File: config.mk
export PLATFORM = sky130hd
export DESIGN_NAME = hba_top
export DESIGN_NICKNAME = d
export VERILOG_FILES = /design/src/rtl/hba_ch_detect.v /design/src/rtl/hba_alarm_latch.v /design/src/rtl/hba_top.v
export VERILOG_INCLUDE_DIRS = /design/src /design/src/include
export SDC_FILE = /design/constraint.sdc
export NUM_CORES = 1
export LEC_CHECK = 0
export BUFFER_PORTS_ARGS = -buffer_cell sky130_fd_sc_hd__buf_2
export CORE_ASPECT_RATIO = 0.75
export CORE_MARGIN = 5
export CORE_UTILIZATION = 27
export CTS_BUF_LIST = sky130_fd_sc_hd__clkbuf_8
export DETAILED_ROUTE_END_ITERATION = 12
export PLACE_DENSITY_LB_ADDON = 0.3
export SYNTH_ARGS = -nofsm -noshare
export SYNTH_HDL_FRONTEND = slang
export SYNTH_SLANG_ARGS = --single-unit
File: constraint.sdc
create_clock -name clk -period 4.45 [get_ports clk]
set_input_delay 0.445 -clock clk [delete_from_list [all_inputs] [get_ports clk]]
set_output_delay 0.445 -clock clk [all_outputs]
set_load 0.1 [all_outputs]
File: src/include/hba_regs.vh
// register map, field positions, reset values and timing for hba
// Behaviour
// latched alarm holds until a latch clear
// power cycle, function key, event clear latch
// entering setup levels clears held latches
// alarm when heating and current below threshold
// burnout judged against heating output only
// skip short heating on intervals
// burnout alarm defaults to aux output 1
// burnout separate; integrated alarm ORs everything
// burnout enable setting, resets to on
// burnout latch setting, resets to off
// shared hysteresis 0.1 to 50.0 A
// two thresholds 0.0 to 50.0 A
// readable current per channel, 0 to 55 A
// alarm never touches the control output
// heater supply on before controller supply
// standby sequence withholds alarm until re-entry
// clear only above threshold plus hysteresis; the code clears at or above it
`ifndef HBA_REGS_VH
`define HBA_REGS_VH

// ==========================================================
// bus geometry
`define HBA_AW 8
`define HBA_DW 16
`define HBA_CW 10

// ==========================================================
// register offsets
`define HBA_OFF_CTRL 8'h00
`define HBA_OFF_HYST 8'h01
`define HBA_OFF_THR1 8'h02
`define HBA_OFF_THR2 8'h03
`define HBA_OFF_CUR1 8'h04
`define HBA_OFF_CUR2 8'h05
`define HBA_OFF_ASGN 8'h06
`define HBA_OFF_STAT 8'h07
`define HBA_OFF_CMD 8'h08
`define HBA_OFF_GCFG 8'h09

// ==========================================================
// control fields
`define HBA_CTRL_EN 0
`define HBA_CTRL_LATCH 1
`define HBA_CTRL_FAST 2
`define HBA_CMD_CLEAR 0
`define HBA_CMD_RESTART 1

// ==========================================================
// reset values (currents in 0.1 A steps)
`define HBA_CTRL_RST 3'h1
`define HBA_HYST_RST 10'h001
`define HBA_THR_RST 10'h000
`define HBA_ASGN_RST 8'h01
`define HBA_GCFG_RST 8'h00

// ==========================================================
// setting limits
`define HBA_HYST_MIN 10'h001
`define HBA_SET_MAX 10'h1f4
`define HBA_CUR_MAX 10'h226

// ==========================================================
// aux output selections
`define HBA_SEL_OFF 2'h0
`define HBA_SEL_BURN 2'h1
`define HBA_SEL_HEAT 2'h2
`define HBA_SEL_INTG 2'h3

// ==========================================================
// setting levels
`define HBA_LVL_OPER 3'h0
`define HBA_LVL_ADJ 3'h1
`define HBA_LVL_INIT 3'h2
`define HBA_LVL_COMM 3'h3
`define HBA_LVL_ADV 3'h4
`define HBA_LVL_CAL 3'h5

// ==========================================================
// timing
`define HBA_CLK_MHZ 250
`define HBA_SKIP_LONG_MS 100
`define HBA_SKIP_SHORT_MS 30

`endif

File: src/rtl/hba_ch_detect.v
// one current channel compared against its burnout threshold
`timescale 1ns/1ps
module hba_ch_detect (
  // clock and reset
  input wire clk,
  input wire reset,
  // qualifiers
  input wire enable,
  input wire eval,
  // current and settings, 0.1 A steps
  input wire [9:0] current,
  input wire [9:0] thr,
  input wire [9:0] hyst,
  // result
  output reg alarm_ff
);

  // release point, one bit wider so it cannot wrap
  wire [10:0] release_lvl;
  reg nxt_alarm;

  assign release_lvl = {1'b0, thr} + {1'b0, hyst};

  // ==========================================================
  // set below threshold, release at or above threshold plus hysteresis
  always @* begin
    nxt_alarm = alarm_ff;
    if (!enable) begin
      nxt_alarm = 1'b0;
    end else if (eval) begin
      if (current < thr) begin
        nxt_alarm = 1'b1;
      end else if ({1'b0, current} >= release_lvl) begin
        nxt_alarm = 1'b0;
      end
    end
  end

  // result state
  always @(posedge clk or posedge reset) begin
    if (reset) begin
      alarm_ff <= 1'b0;
    end else begin
      alarm_ff <= nxt_alarm;
    end
  end

endmodule

File: src/rtl/hba_alarm_latch.v
// alarm qualifier: standby sequence and latch
`timescale 1ns/1ps
module hba_alarm_latch (
  // clock and reset
  input wire clk,
  input wire reset,
  // raw condition and settings
  input wire raw,
  input wire latch_en,
  input wire standby_en,
  // one-cycle controls
  input wire restart,
  input wire clear,
  // qualified alarm
  output reg alarm_ff
);

  reg wait_ff; // standby armed, alarm withheld
  reg held_ff; // latched alarm
  wire live;

  // withheld until the condition has gone away once
  assign live = raw & ~(standby_en & wait_ff);

  // ==========================================================
  // standby: armed at reset and on restart, cancelled by leaving
  // the alarm range; once the alarm has shown it stays cancelled
  always @(posedge clk or posedge reset) begin
    if (reset) begin
      wait_ff <= 1'b1;
    end else if (restart) begin
      wait_ff <= 1'b1;
    end else if (!raw) begin
      wait_ff <= 1'b0;
    end
  end

  // latch: the set wins over a simultaneous clear
  always @(posedge clk or posedge reset) begin
    if (reset) begin
      held_ff <= 1'b0;
    end else if (live & latch_en) begin
      held_ff <= 1'b1;
    end else if (clear | ~latch_en) begin
      held_ff <= 1'b0;
    end
  end

  // output flop
  always @(posedge clk or posedge reset) begin
    if (reset) begin
      alarm_ff <= 1'b0;
    end else begin
      alarm_ff <= live | (held_ff & latch_en);
    end
  end

endmodule

File: src/rtl/hba_top.v
// heater burnout detection, alarm latching and aux output routing
`timescale 1ns/1ps
`include "hba_regs.vh"
module hba_top #(
  // heating on times that are ignored, in clock cycles
  parameter [31:0] SKIP_LONG_CYC =
    `HBA_SKIP_LONG_MS * 1000 * `HBA_CLK_MHZ,
  parameter [31:0] SKIP_SHORT_CYC =
    `HBA_SKIP_SHORT_MS * 1000 * `HBA_CLK_MHZ
) (
  // clock and reset
  input wire clk,
  input wire reset,
  // register port
  input wire [7:0] reg_addr,
  input wire [15:0] reg_wdata,
  input wire reg_wr,
  input wire reg_rd,
  output reg [15:0] reg_rdata_ff,
  // heating control output, observed only
  input wire heat_out,
  // current transformer readings, 0.1 A steps
  input wire [9:0] ct1_current,
  input wire [9:0] ct2_current,
  // general alarm conditions and other heater alarm
  input wire [3:0] gen_alarm_raw,
  input wire heater_short_alarm,
  // latch clear sources
  input wire programmable_function_key,
  input wire event_clear,
  input wire [2:0] setting_level,
  // alarm outputs
  output wire heater_burnout_alarm,
  output reg combined_heater_alarm_ff,
  output reg integrated_alarm_ff,
  output wire [3:0] gen_alarm,
  output reg [3:0] aux_out_ff
);

  // ==========================================================
  // helpers

  // clamp a written setting into its legal range
  function [9:0] clamp;
    input [15:0] val;
    input [9:0] lo;
    input [9:0] hi;
    begin
      if (val < {6'h00, lo}) begin
        clamp = lo;
      end else if (val > {6'h00, hi}) begin
        clamp = hi;
      end else begin
        clamp = val[9:0];
      end
    end
  endfunction

  // levels whose entry drops every held latch
  function is_setup_level;
    input [2:0] lvl;
    begin
      case (lvl)
        `HBA_LVL_INIT: is_setup_level = 1'b1;
        `HBA_LVL_COMM: is_setup_level = 1'b1;
        `HBA_LVL_ADV: is_setup_level = 1'b1;
        `HBA_LVL_CAL: is_setup_level = 1'b1;
        default: is_setup_level = 1'b0;
      endcase
    end
  endfunction

  // one aux output from its selection code
  function route;
    input [1:0] sel;
    input burn;
    input heat;
    input intg;
    begin
      case (sel)
        `HBA_SEL_BURN: route = burn;
        `HBA_SEL_HEAT: route = heat;
        `HBA_SEL_INTG: route = intg;
        default: route = 1'b0;
      endcase
    end
  endfunction

  // ==========================================================
  // settings registers
  reg [2:0] ctrl_ff; // enable, latch, fast period
  reg [9:0] hyst_ff; // shared hysteresis
  reg [9:0] thr1_ff; // channel 1 threshold
  reg [9:0] thr2_ff; // channel 2 threshold
  reg [7:0] asgn_ff; // two bits per aux output
  reg [7:0] gcfg_ff; // latch and standby per general alarm

  // monitor copies of the current readings
  reg [9:0] cur1_ff;
  reg [9:0] cur2_ff;

  // command pulses from the register port
  reg sw_clear_ff;
  reg restart_ff;

  // setting level history for entry detection
  reg [2:0] level_ff;
  reg latch_clear_ff;

  // heating on interval timer
  reg [31:0] on_cnt_ff;
  wire [31:0] skip_lim;
  wire eval;

  // channel results
  wire ch1_alarm;
  wire ch2_alarm;
  wire burn_raw;

  // decoded register strobes
  wire wr_ctrl;
  wire wr_hyst;
  wire wr_thr1;
  wire wr_thr2;
  wire wr_asgn;
  wire wr_cmd;
  wire wr_gcfg;

  // read mux
  reg [15:0] nxt_rdata;

  // routed aux outputs
  reg [3:0] nxt_aux;

  assign wr_ctrl = reg_wr & (reg_addr == `HBA_OFF_CTRL);
  assign wr_hyst = reg_wr & (reg_addr == `HBA_OFF_HYST);
  assign wr_thr1 = reg_wr & (reg_addr == `HBA_OFF_THR1);
  assign wr_thr2 = reg_wr & (reg_addr == `HBA_OFF_THR2);
  assign wr_asgn = reg_wr & (reg_addr == `HBA_OFF_ASGN);
  assign wr_cmd = reg_wr & (reg_addr == `HBA_OFF_CMD);
  assign wr_gcfg = reg_wr & (reg_addr == `HBA_OFF_GCFG);

  // ==========================================================
  // writable settings
  always @(posedge clk or posedge reset) begin
    if (reset) begin
      ctrl_ff <= `HBA_CTRL_RST;
      hyst_ff <= `HBA_HYST_RST;
      thr1_ff <= `HBA_THR_RST;
      thr2_ff <= `HBA_THR_RST;
      asgn_ff <= `HBA_ASGN_RST;
      gcfg_ff <= `HBA_GCFG_RST;
    end else begin
      if (wr_ctrl) begin
        ctrl_ff <= reg_wdata[2:0];
      end
      // out-of-range values are pulled to the nearest limit
      if (wr_hyst) begin
        hyst_ff <= clamp(reg_wdata, `HBA_HYST_MIN,
                         `HBA_SET_MAX);
      end
      if (wr_thr1) begin
        thr1_ff <= clamp(reg_wdata, 10'h000,
                         `HBA_SET_MAX);
      end
      if (wr_thr2) begin
        thr2_ff <= clamp(reg_wdata, 10'h000,
                         `HBA_SET_MAX);
      end
      if (wr_asgn) begin
        asgn_ff <= reg_wdata[7:0];
      end
      if (wr_gcfg) begin
        gcfg_ff <= reg_wdata[7:0];
      end
    end
  end

  // ==========================================================
  // command register: self-clearing one-cycle pulses
  always @(posedge clk or posedge reset) begin
    if (reset) begin
      sw_clear_ff <= 1'b0;
      restart_ff <= 1'b0;
    end else begin
      sw_clear_ff <= wr_cmd & reg_wdata[`HBA_CMD_CLEAR];
      restart_ff <= wr_cmd & reg_wdata[`HBA_CMD_RESTART];
    end
  end

  // ==========================================================
  // current monitors, saturated at the top of the range
  always @(posedge clk or posedge reset) begin
    if (reset) begin
      cur1_ff <= 10'h000;
      cur2_ff <= 10'h000;
    end else begin
      cur1_ff <= clamp({6'h00, ct1_current}, 10'h000,
                       `HBA_CUR_MAX);
      cur2_ff <= clamp({6'h00, ct2_current}, 10'h000,
                       `HBA_CUR_MAX);
    end
  end

  // ==========================================================
  // latch clear: function key, event input, software command,
  // or entry into a setup level; reset covers the power cycle
  always @(posedge clk or posedge reset) begin
    if (reset) begin
      level_ff <= `HBA_LVL_OPER;
      latch_clear_ff <= 1'b0;
    end else begin
      level_ff <= setting_level;
      latch_clear_ff <= programmable_function_key | event_clear |
                        sw_clear_ff |
                        ((setting_level != level_ff) &
                         is_setup_level(setting_level));
    end
  end

  // ==========================================================
  // heating on timer; only the heating output is watched, a
  // cooling output never reaches this block
  assign skip_lim = ctrl_ff[`HBA_CTRL_FAST] ? SKIP_SHORT_CYC :
                    SKIP_LONG_CYC;

  always @(posedge clk or posedge reset) begin
    if (reset) begin
      on_cnt_ff <= 32'h00000000;
    end else if (!heat_out) begin
      on_cnt_ff <= 32'h00000000;
    end else if (on_cnt_ff <= skip_lim) begin
      // stops one past the limit, so it never wraps
      on_cnt_ff <= on_cnt_ff + 32'h00000001;
    end
  end

  // judged only once the on time is longer than the skip time;
  // between pulses the last verdict stands
  assign eval = heat_out & (on_cnt_ff > skip_lim);

  // ==========================================================
  // per-channel comparison
  hba_ch_detect u_ch1 (
    .clk(clk),
    .reset(reset),
    .enable(ctrl_ff[`HBA_CTRL_EN]),
    .eval(eval),
    .current(cur1_ff),
    .thr(thr1_ff),
    .hyst(hyst_ff),
    .alarm_ff(ch1_alarm)
  );

  hba_ch_detect u_ch2 (
    .clk(clk),
    .reset(reset),
    .enable(ctrl_ff[`HBA_CTRL_EN]),
    .eval(eval),
    .current(cur2_ff),
    .thr(thr2_ff),
    .hyst(hyst_ff),
    .alarm_ff(ch2_alarm)
  );

  // either channel raises the burnout condition
  assign burn_raw = ch1_alarm | ch2_alarm;

  // ==========================================================
  // burnout alarm qualifier: latch only, no standby
  hba_alarm_latch u_burn (
    .clk(clk),
    .reset(reset),
    .raw(burn_raw),
    .latch_en(ctrl_ff[`HBA_CTRL_LATCH]),
    .standby_en(1'b0),
    .restart(restart_ff),
    .clear(latch_clear_ff),
    .alarm_ff(heater_burnout_alarm)
  );

  // ==========================================================
  // four general alarms, each with its own latch and standby,
  // kept apart from the burnout alarm
  genvar gi;
  generate
    for (gi = 0; gi < 4; gi = gi + 1) begin : g_gen
      hba_alarm_latch u_gen (
        .clk(clk),
        .reset(reset),
        .raw(gen_alarm_raw[gi]),
        .latch_en(gcfg_ff[gi]),
        .standby_en(gcfg_ff[gi+4]),
        .restart(restart_ff),
        .clear(latch_clear_ff),
        .alarm_ff(gen_alarm[gi])
      );
    end
  endgenerate

  // ==========================================================
  // combined heater alarm and integrated alarm
  always @(posedge clk or posedge reset) begin
    if (reset) begin
      combined_heater_alarm_ff <= 1'b0;
      integrated_alarm_ff <= 1'b0;
    end else begin
      combined_heater_alarm_ff <= heater_burnout_alarm |
                                  heater_short_alarm;
      integrated_alarm_ff <= (|gen_alarm) | heater_burnout_alarm |
                             heater_short_alarm;
    end
  end

  // ==========================================================
  // aux output routing; the alarms only drive aux outputs and
  // have no path back to the heating output
  integer ai;
  always @* begin
    nxt_aux = 4'h0;
    for (ai = 0; ai < 4; ai = ai + 1) begin
      nxt_aux[ai] = route(asgn_ff[2*ai +: 2], heater_burnout_alarm,
                          combined_heater_alarm_ff,
                          integrated_alarm_ff);
    end
  end

  always @(posedge clk or posedge reset) begin
    if (reset) begin
      aux_out_ff <= 4'h0;
    end else begin
      aux_out_ff <= nxt_aux;
    end
  end

  // ==========================================================
  // read path: data valid only in the cycle after the strobe,
  // zero otherwise and for unmapped offsets
  always @* begin
    nxt_rdata = 16'h0000;
    if (reg_rd) begin
      case (reg_addr)
        `HBA_OFF_CTRL: nxt_rdata = {13'h0, ctrl_ff};
        `HBA_OFF_HYST: nxt_rdata = {6'h00, hyst_ff};
        `HBA_OFF_THR1: nxt_rdata = {6'h00, thr1_ff};
        `HBA_OFF_THR2: nxt_rdata = {6'h00, thr2_ff};
        `HBA_OFF_CUR1: nxt_rdata = {6'h00, cur1_ff};
        `HBA_OFF_CUR2: nxt_rdata = {6'h00, cur2_ff};
        `HBA_OFF_ASGN: nxt_rdata = {8'h00, asgn_ff};
        `HBA_OFF_STAT: nxt_rdata = {6'h00, eval, ch2_alarm,
                                    ch1_alarm, gen_alarm,
                                    integrated_alarm_ff,
                                    combined_heater_alarm_ff,
                                    heater_burnout_alarm};
        `HBA_OFF_GCFG: nxt_rdata = {8'h00, gcfg_ff};
        default: nxt_rdata = 16'h0000;
      endcase
    end
  end

  always @(posedge clk or posedge reset) begin
    if (reset) begin
      reg_rdata_ff <= 16'h0000;
    end else begin
      reg_rdata_ff <= nxt_rdata;
    end
  end

endmodule

=== After elaboration in Yosys (flattened, before gate mapping) ===
Cells that the tools add are included.

* RAM bits: 0
* Memories kept: 0
* Output and inout bits: 27
* Logic and storage cells: 187
* ROM bits: 0
* Bits in latches: 0
* Input port bits: 59
* Flip-flop bits (word level): 145

* Magnitude comparators: 11
* Div/mod/pow operators: 0
* Reductions and logical operators: 10
* Shift-type cells: 0
* Multipliers: 0
* Eq/ne operators: 34
* Add/subtract/negate cells: 3
* Muxes and demuxes: 41
* Bitwise gates (word level): 55

{| class="wikitable"
|+ Operators with widths
! operator !! count
|-
| $pmux W10 S9 || 1
|-
| $mux W32 || 2
|-
| $mux W10 || 6
|-
| $add A32 B1 Y32 const B || 1
|-
| $eq A8 B3 Y1 const B || 4
|-
| $gt A32 B25 Y1 || 1
|-
| $le A32 B25 Y1 || 1
|-
| $lt A16 B1 Y1 const B || 2
|-
| $and A1 B1 Y1 || 29
|-
| $mux W1 || 27
|-
| $mux W25 || 1
|-
| $add A10 B10 Y11 || 2
|-
| $ge A10 B11 Y1 || 2
|-
| $gt A10 B10 Y1 const B || 2
|-
| $lt A10 B10 Y1 || 2
|-
| $or A1 B1 Y1 || 17
|-
| $eq A2 B2 Y1 const B || 8
|-
| $eq A8 B2 Y1 const B || 2
|-
| $eq A8 B4 Y1 const B || 2
|-
| $gt A16 B9 Y1 const B || 1
|-
| $ne A2 B1 Y1 const B || 6
|-
| $pmux W1 S3 || 4
|-
| $reduce_bool A2 Y1 || 5
|-
| $not A1 Y1 || 9
|-
| other kinds (9) || 17
|}

=== Longest topological paths before layout ===
* Depth in word-level cells: 6
* Mapped depth: 16
* Mapped depth without buffers: 16

=== Cells and area by module ===
Synthesis repeated with hierarchy kept, for this count alone.

* Cells, all modules: 821
* Area, all modules: 8,272.9 µm²

{| class="wikitable"
|+ By module, submodules not included
! module !! seq. area each (µm²) !! times used !! cells an instance !! area each (µm²)
|-
| hba_top || 3,081.7 || 1 || 562 || 5,952.0
|-
| hba_ch_detect || 25.0 || 2 || 107 || 863.3
|-
| hba_alarm_latch || 76.3 || 5 || 9 || 118.9
|}

=== Least setup slack after synthesis ===
Ideal clock, no wire load.

* Path kind: register to register
* Start point: reg hyst_ff[0]
* End point: reg u_ch1.alarm_ff
* Library setup time: 151 ps
* Data arrival time: 2,832 ps
* Stages on the path, launching flop included: 17
* Path buffers: 0
* Setup slack: 1,467 ps
* Clock period less this slack: 2,983 ps
* Required time: 4,299 ps
* Cells stage by stage: dfstp_2 > ha_1 > inv_1 > fa_1 > nor2b_1 > o21a_1 > o21ai_0 > a21oi_1 > nor2_1 > xnor2_1 > ha_1 > o21a_1 > o22ai_1 > a211oi_1 > o21ai_0 > a311oi_1 > o32ai_1

* Longest elaborated chain between the ends: 4

{| class="wikitable"
|+ RTL lines
! what !! RTL line !! RTL
|-
| from (decl) || hba_top.v:92 || <nowiki>reg [9:0] hyst_ff;</nowiki>
|-
| from (signal assigned) || hba_top.v:148 || <nowiki>hyst_ff <= `HBA_HYST_RST;</nowiki>
|-
| from (signal assigned) || hba_top.v:159 || <nowiki>hyst_ff <= clamp(reg_wdata, `HBA_HYST_MIN,</nowiki>
|-
| $add A10 B10 Y11 || hba_ch_detect.v:22 || <nowiki>assign release_lvl = {1'b0, thr} + {1'b0, hyst};</nowiki>
|-
| $ge A10 B11 Y1 || hba_ch_detect.v:33 || <nowiki>end else if ({1'b0, current} >= release_lvl) begin</nowiki>
|-
| $ne A3 B1 Y1 (no source line) || n/a ||
|-
| $reduce_and A2 Y1 (no source line) || n/a ||
|-
| to (signal assigned) || hba_ch_detect.v:44 || <nowiki>alarm_ff <= nxt_alarm;</nowiki>
|-
| to (decl) || hba_ch_detect.v:15 || <nowiki>output reg alarm_ff</nowiki>
|}

Every way passes these cells.
A chain may end at the register's enable or synchronous reset.

=== Worst setup path after layout ===
* Start point: reg hyst_ff[0]
* End point: reg u_ch2.alarm_ff

* Longest elaborated chain between the ends: 4

{| class="wikitable"
|+ RTL lines
! what !! RTL line
|-
| $add A10 B10 Y11 || hba_ch_detect.v:22
|-
| $ge A10 B11 Y1 || hba_ch_detect.v:33
|-
| $ne A3 B1 Y1 (no source line) || n/a
|-
| $reduce_and A2 Y1 (no source line) || n/a
|-
| to (signal assigned) || hba_ch_detect.v:44
|-
| to (decl) || hba_ch_detect.v:15
|}

Every way passes these cells.

==> summary.md <==
| Metric | Value |
|---|---|
| Post-Synth Adder-Cell Area | `between 10% and 20%` |
| Register area share after synthesis | `between 40% and 50%` |
| CP Cell Sequence | `ha_1 -> inv_1 -> fa_1 -> nor2b_1 -> o31ai_1 -> a21oi_1 -> o21ai_0 -> nand2b_1 -> xnor2_1 -> ha_1 -> nor3_1 -> a221oi_1 -> o221ai_1 -> o41ai_1 -> o31ai_1` |
| Top post-synthesis cells by count | `dfrtp_1, nand2_1, ha_1` |
| Largest net degree at the start of global routing | `77` |
| Endpoints failing hold | `0` |
| Pwr Total | `2.77 mW` |
| Cell Rows | `55` |
| Worst-Margin Slew | `around 900 ps` |
| Worst path required time | `around 4800 ps` |
| WL final | `24000 um` |
| Vias in the first global route | `roughly 6500` |
| Worst hold slack | `roughly 110 ps` |
| Clk_lat worst skew | `around 470 ps` |
| Ys Warns | `0` |
| Area share of xor/xnor cells in the synthesized design | `1.92%` |
| Die width | `211 um` |
| IO buf count | `between 70 and 80` |
| GRT Residual Overflow | `0` |
| Inserted Clock Buffers | `17` |
| Leakage | `4.19 nW` |
| CP max stage delay | `580 ps` |
| Layout cells sized above 1 | `a little under a fifth` |
| R2R depth | `15` |
| 1st-pass router iterations | `5` |
| Most common cell in the netlist | `dfrtp_1` |
| Final Util | `about 31%` |
| #FFs+latches synth | `139` |
| Post-synthesis simple-gate area fraction | `roughly 18%` |
| Post-synthesis cell area | `just over 8000 um2` |
| Layout area overhead | `14.2%` |
| Hpwl dp | `18400 um` |
| H-tree level count | `4` |
| DRT antenna net count | `0` |
| Synthesized instance count | `~830` |
| Post-Place Setup Slack | `between 1000 and 1500 ps` |
| CTS tree | `built` |
| Initial Util | `around 27%` |
| # DRC | `0` |
| Compound-cell area share of the yosys netlist | `~17%` |
| Total track usage | `roughly 14%` |
| Cell taking the most area after synthesis | `dfrtp_1` |
| Min setup slack post-route | `1110 ps` |
| Post-synth EDFFs | `0` |
| Multiplexer share of the synthesized area | `about 5.6%` |
| Die area | `around 34000 um2` |
| Crit path arrival time | `3670 ps` |
| Setup Skew | `approximately 13 ps` |
| First-pass GRT wire length | `38200 um` |
| Setup slack, reg-to-reg | `1110 ps` |
| Vias per cell | `about 5.0` |
| IO Count | `86` |
| Unrepaired setup endpoints after global routing | `false` |
| Number of setup violations in the final report | `0` |
| Iter 0 DRT Violations | `roughly 510` |
| RePlAce Congestion | `between 0.8 and 0.9` |
| Root Driver | `clkbuf_8` |
| Worst setup EP type | `flop` |
| Syn Area/Cell | `~9.9 um2` |
| Slowest CP cell | `dfstp_2` |
| Outcome | `completed` |
| Resized cells post-CTS | `0` |
| Routed length per instance | `~18 um` |
| Max cap viols | `0` |
| Total Neg Setup Slack | `0 ps` |
| Antenna diode count | `0` |
| Peak VDD IR | `around 0.15 mV` |
| Setup bufs post-CTS | `0` |
| Main flop type after synthesis | `dfrtp_1` |
| Pwr dens | `around 300 nW/um2` |
| Synth area leaders | `dfrtp_1, ha_1, nand2_1, mux2_2, o21ai_0` |
| Count of pins over their slew limit | `0` |
| CTS max path bufs | `2` |
| HP Class | `in2async` |
| Core ar. | `30100 um2` |
| Rel. slew slack | `~38%` |
| Vert. Die Dim | `approximately 160 um` |
| Worst setup SP type | `flop` |
| Netlist cell types | `73` |
| Synth async-reset ratio | `100%` |
| Final net count | `~1000` |
| Initial antenna violation count | `0` |
| Via count | `between 6000 and 7000` |
| Setup CP Type | `reg2reg` |
| Clk pin slew, worst setup/hold paths | `around 100 ps` |
| Final Cycle Share | `roughly three quarters` |
| Hold buffers post-CTS | `0` |
| Largest family of logic cells by synthesized area | `simple AND/OR/NAND/NOR gates` |
| Tmin final | `between 3000 and 4000 ps` |
| Max frequency | `roughly 0.3 GHz` |
| Sink Count | `roughly 140` |
| Synth top area share | `40.3%` |
| Worst Path Max Fanout | `4` |
-- stage by stage --
step,instance area (um2),std cells
detailed placement,8990,1281
global placement,8990,1281
CTS,9370,1313
global route,9370,1313
finish,9370,1313
floorplan,8220,832
-- cells by family (layout without fill, tap and decap cells) --
kind of cell,count (synthesis),count (layout)
flops,139,139
fa+ha+maj,70,70
other cells,1,6
mux,42,42
compound gates,203,203
buf+inv,73,155
simple gates,281,281
xor+xnor,18,18
-- flip-flops by register name (all words and copies together) (netlist names), 4 cells and up --
signal,cells
g_gen.u_gen.held_ff,4
gcfg_ff,8
thr2_ff,10
aux_out_ff,4
cur2_ff,10
asgn_ff,8
reg_rdata_ff,10
g_gen.u_gen.wait_ff,4
thr1_ff,10
on_cnt_ff,32
hyst_ff,10
g_gen.u_gen.alarm_ff,4
cur1_ff,10
-- power by group --
part | switching [mW] | total, mW | internal [mW]
combinational | 0.239 | 0.383 | 0.145
sequential | 0.0643 | 1.37 | 1.30
clock | 0.565 | 1.02 | 0.451
total | 0.868 | 2.77 | 1.90
-- cell type report --
class	count	area [um2]
clock buffers	17	234
clock inverters	15	141
fillers	3115	20700
inverters	40	155
multi-input cells	620	4410
flip-flops and latches	139	3490
well taps	399	499
repair buffers	83	438
-- layer usage --
metal,part of all wire [%],routed length [um],track usage [%],vias up
li1,-,-,-,3161
met1,52,12500,23.0,3169
met2,40,9700,19.5,218
met3,6.3,1520,3.18,19
met4,1.2,294,3.33,0
met5,0,0,0,-
-- placed cells by master, fill, tap and decap left out, types with 6 or more instances in the layout --
| master | count |
|---|---|
| dfrtp_1 | 132 |
| nand2_1 | 96 |
| buf_2 | 79 |
| ha_1 | 68 |
| o21ai_0 | 49 |
| inv_1 | 40 |
| nor2_1 | 37 |
| a21oi_1 | 37 |
| mux2_2 | 30 |
| nand2b_1 | 28 |
| nor2b_1 | 18 |
| nand3_1 | 18 |
| and2_1 | 17 |
| clkbuf_8 | 17 |
| a21o_1 | 16 |
| nor4_1 | 12 |
| mux2i_1 | 12 |
| o21a_1 | 11 |
| xnor2_1 | 11 |
| nor3_1 | 10 |
| or4_1 | 8 |
| a221oi_1 | 8 |
| a31oi_1 | 7 |
| o31ai_1 | 7 |
| nand3b_1 | 7 |
| xor2_1 | 7 |
| dfstp_2 | 7 |
| a21boi_0 | 6 |
| and3_1 | 6 |
| a32oi_1 | 6 |
| inv_6 | 6 |
| conb_1 | 6 |
-- path summary, 6_finish.rpt --
path                                   from                      to
setup / recovery                 hyst_ff[0]          u_ch2.alarm_ff
hold / removal                        reset              thr2_ff[2]
setup reg to reg                 hyst_ff[0]          u_ch2.alarm_ff
hold reg to reg                 sw_clear_ff          latch_clear_ff
max in group asynchronous             reset  g_gen[1].u_gen.wait_ff
min in group clk           setting_level[1]             level_ff[1]
-- critical path: cells and delay by family (launching register included) --
family	cells	cell delay, ps
fa+ha+maj	3	780
simple gates	3	330
flops	1	580
compound gates	7	1350
buf+inv	1	50
xor+xnor	1	130
(Power assumes the default switching activity.)
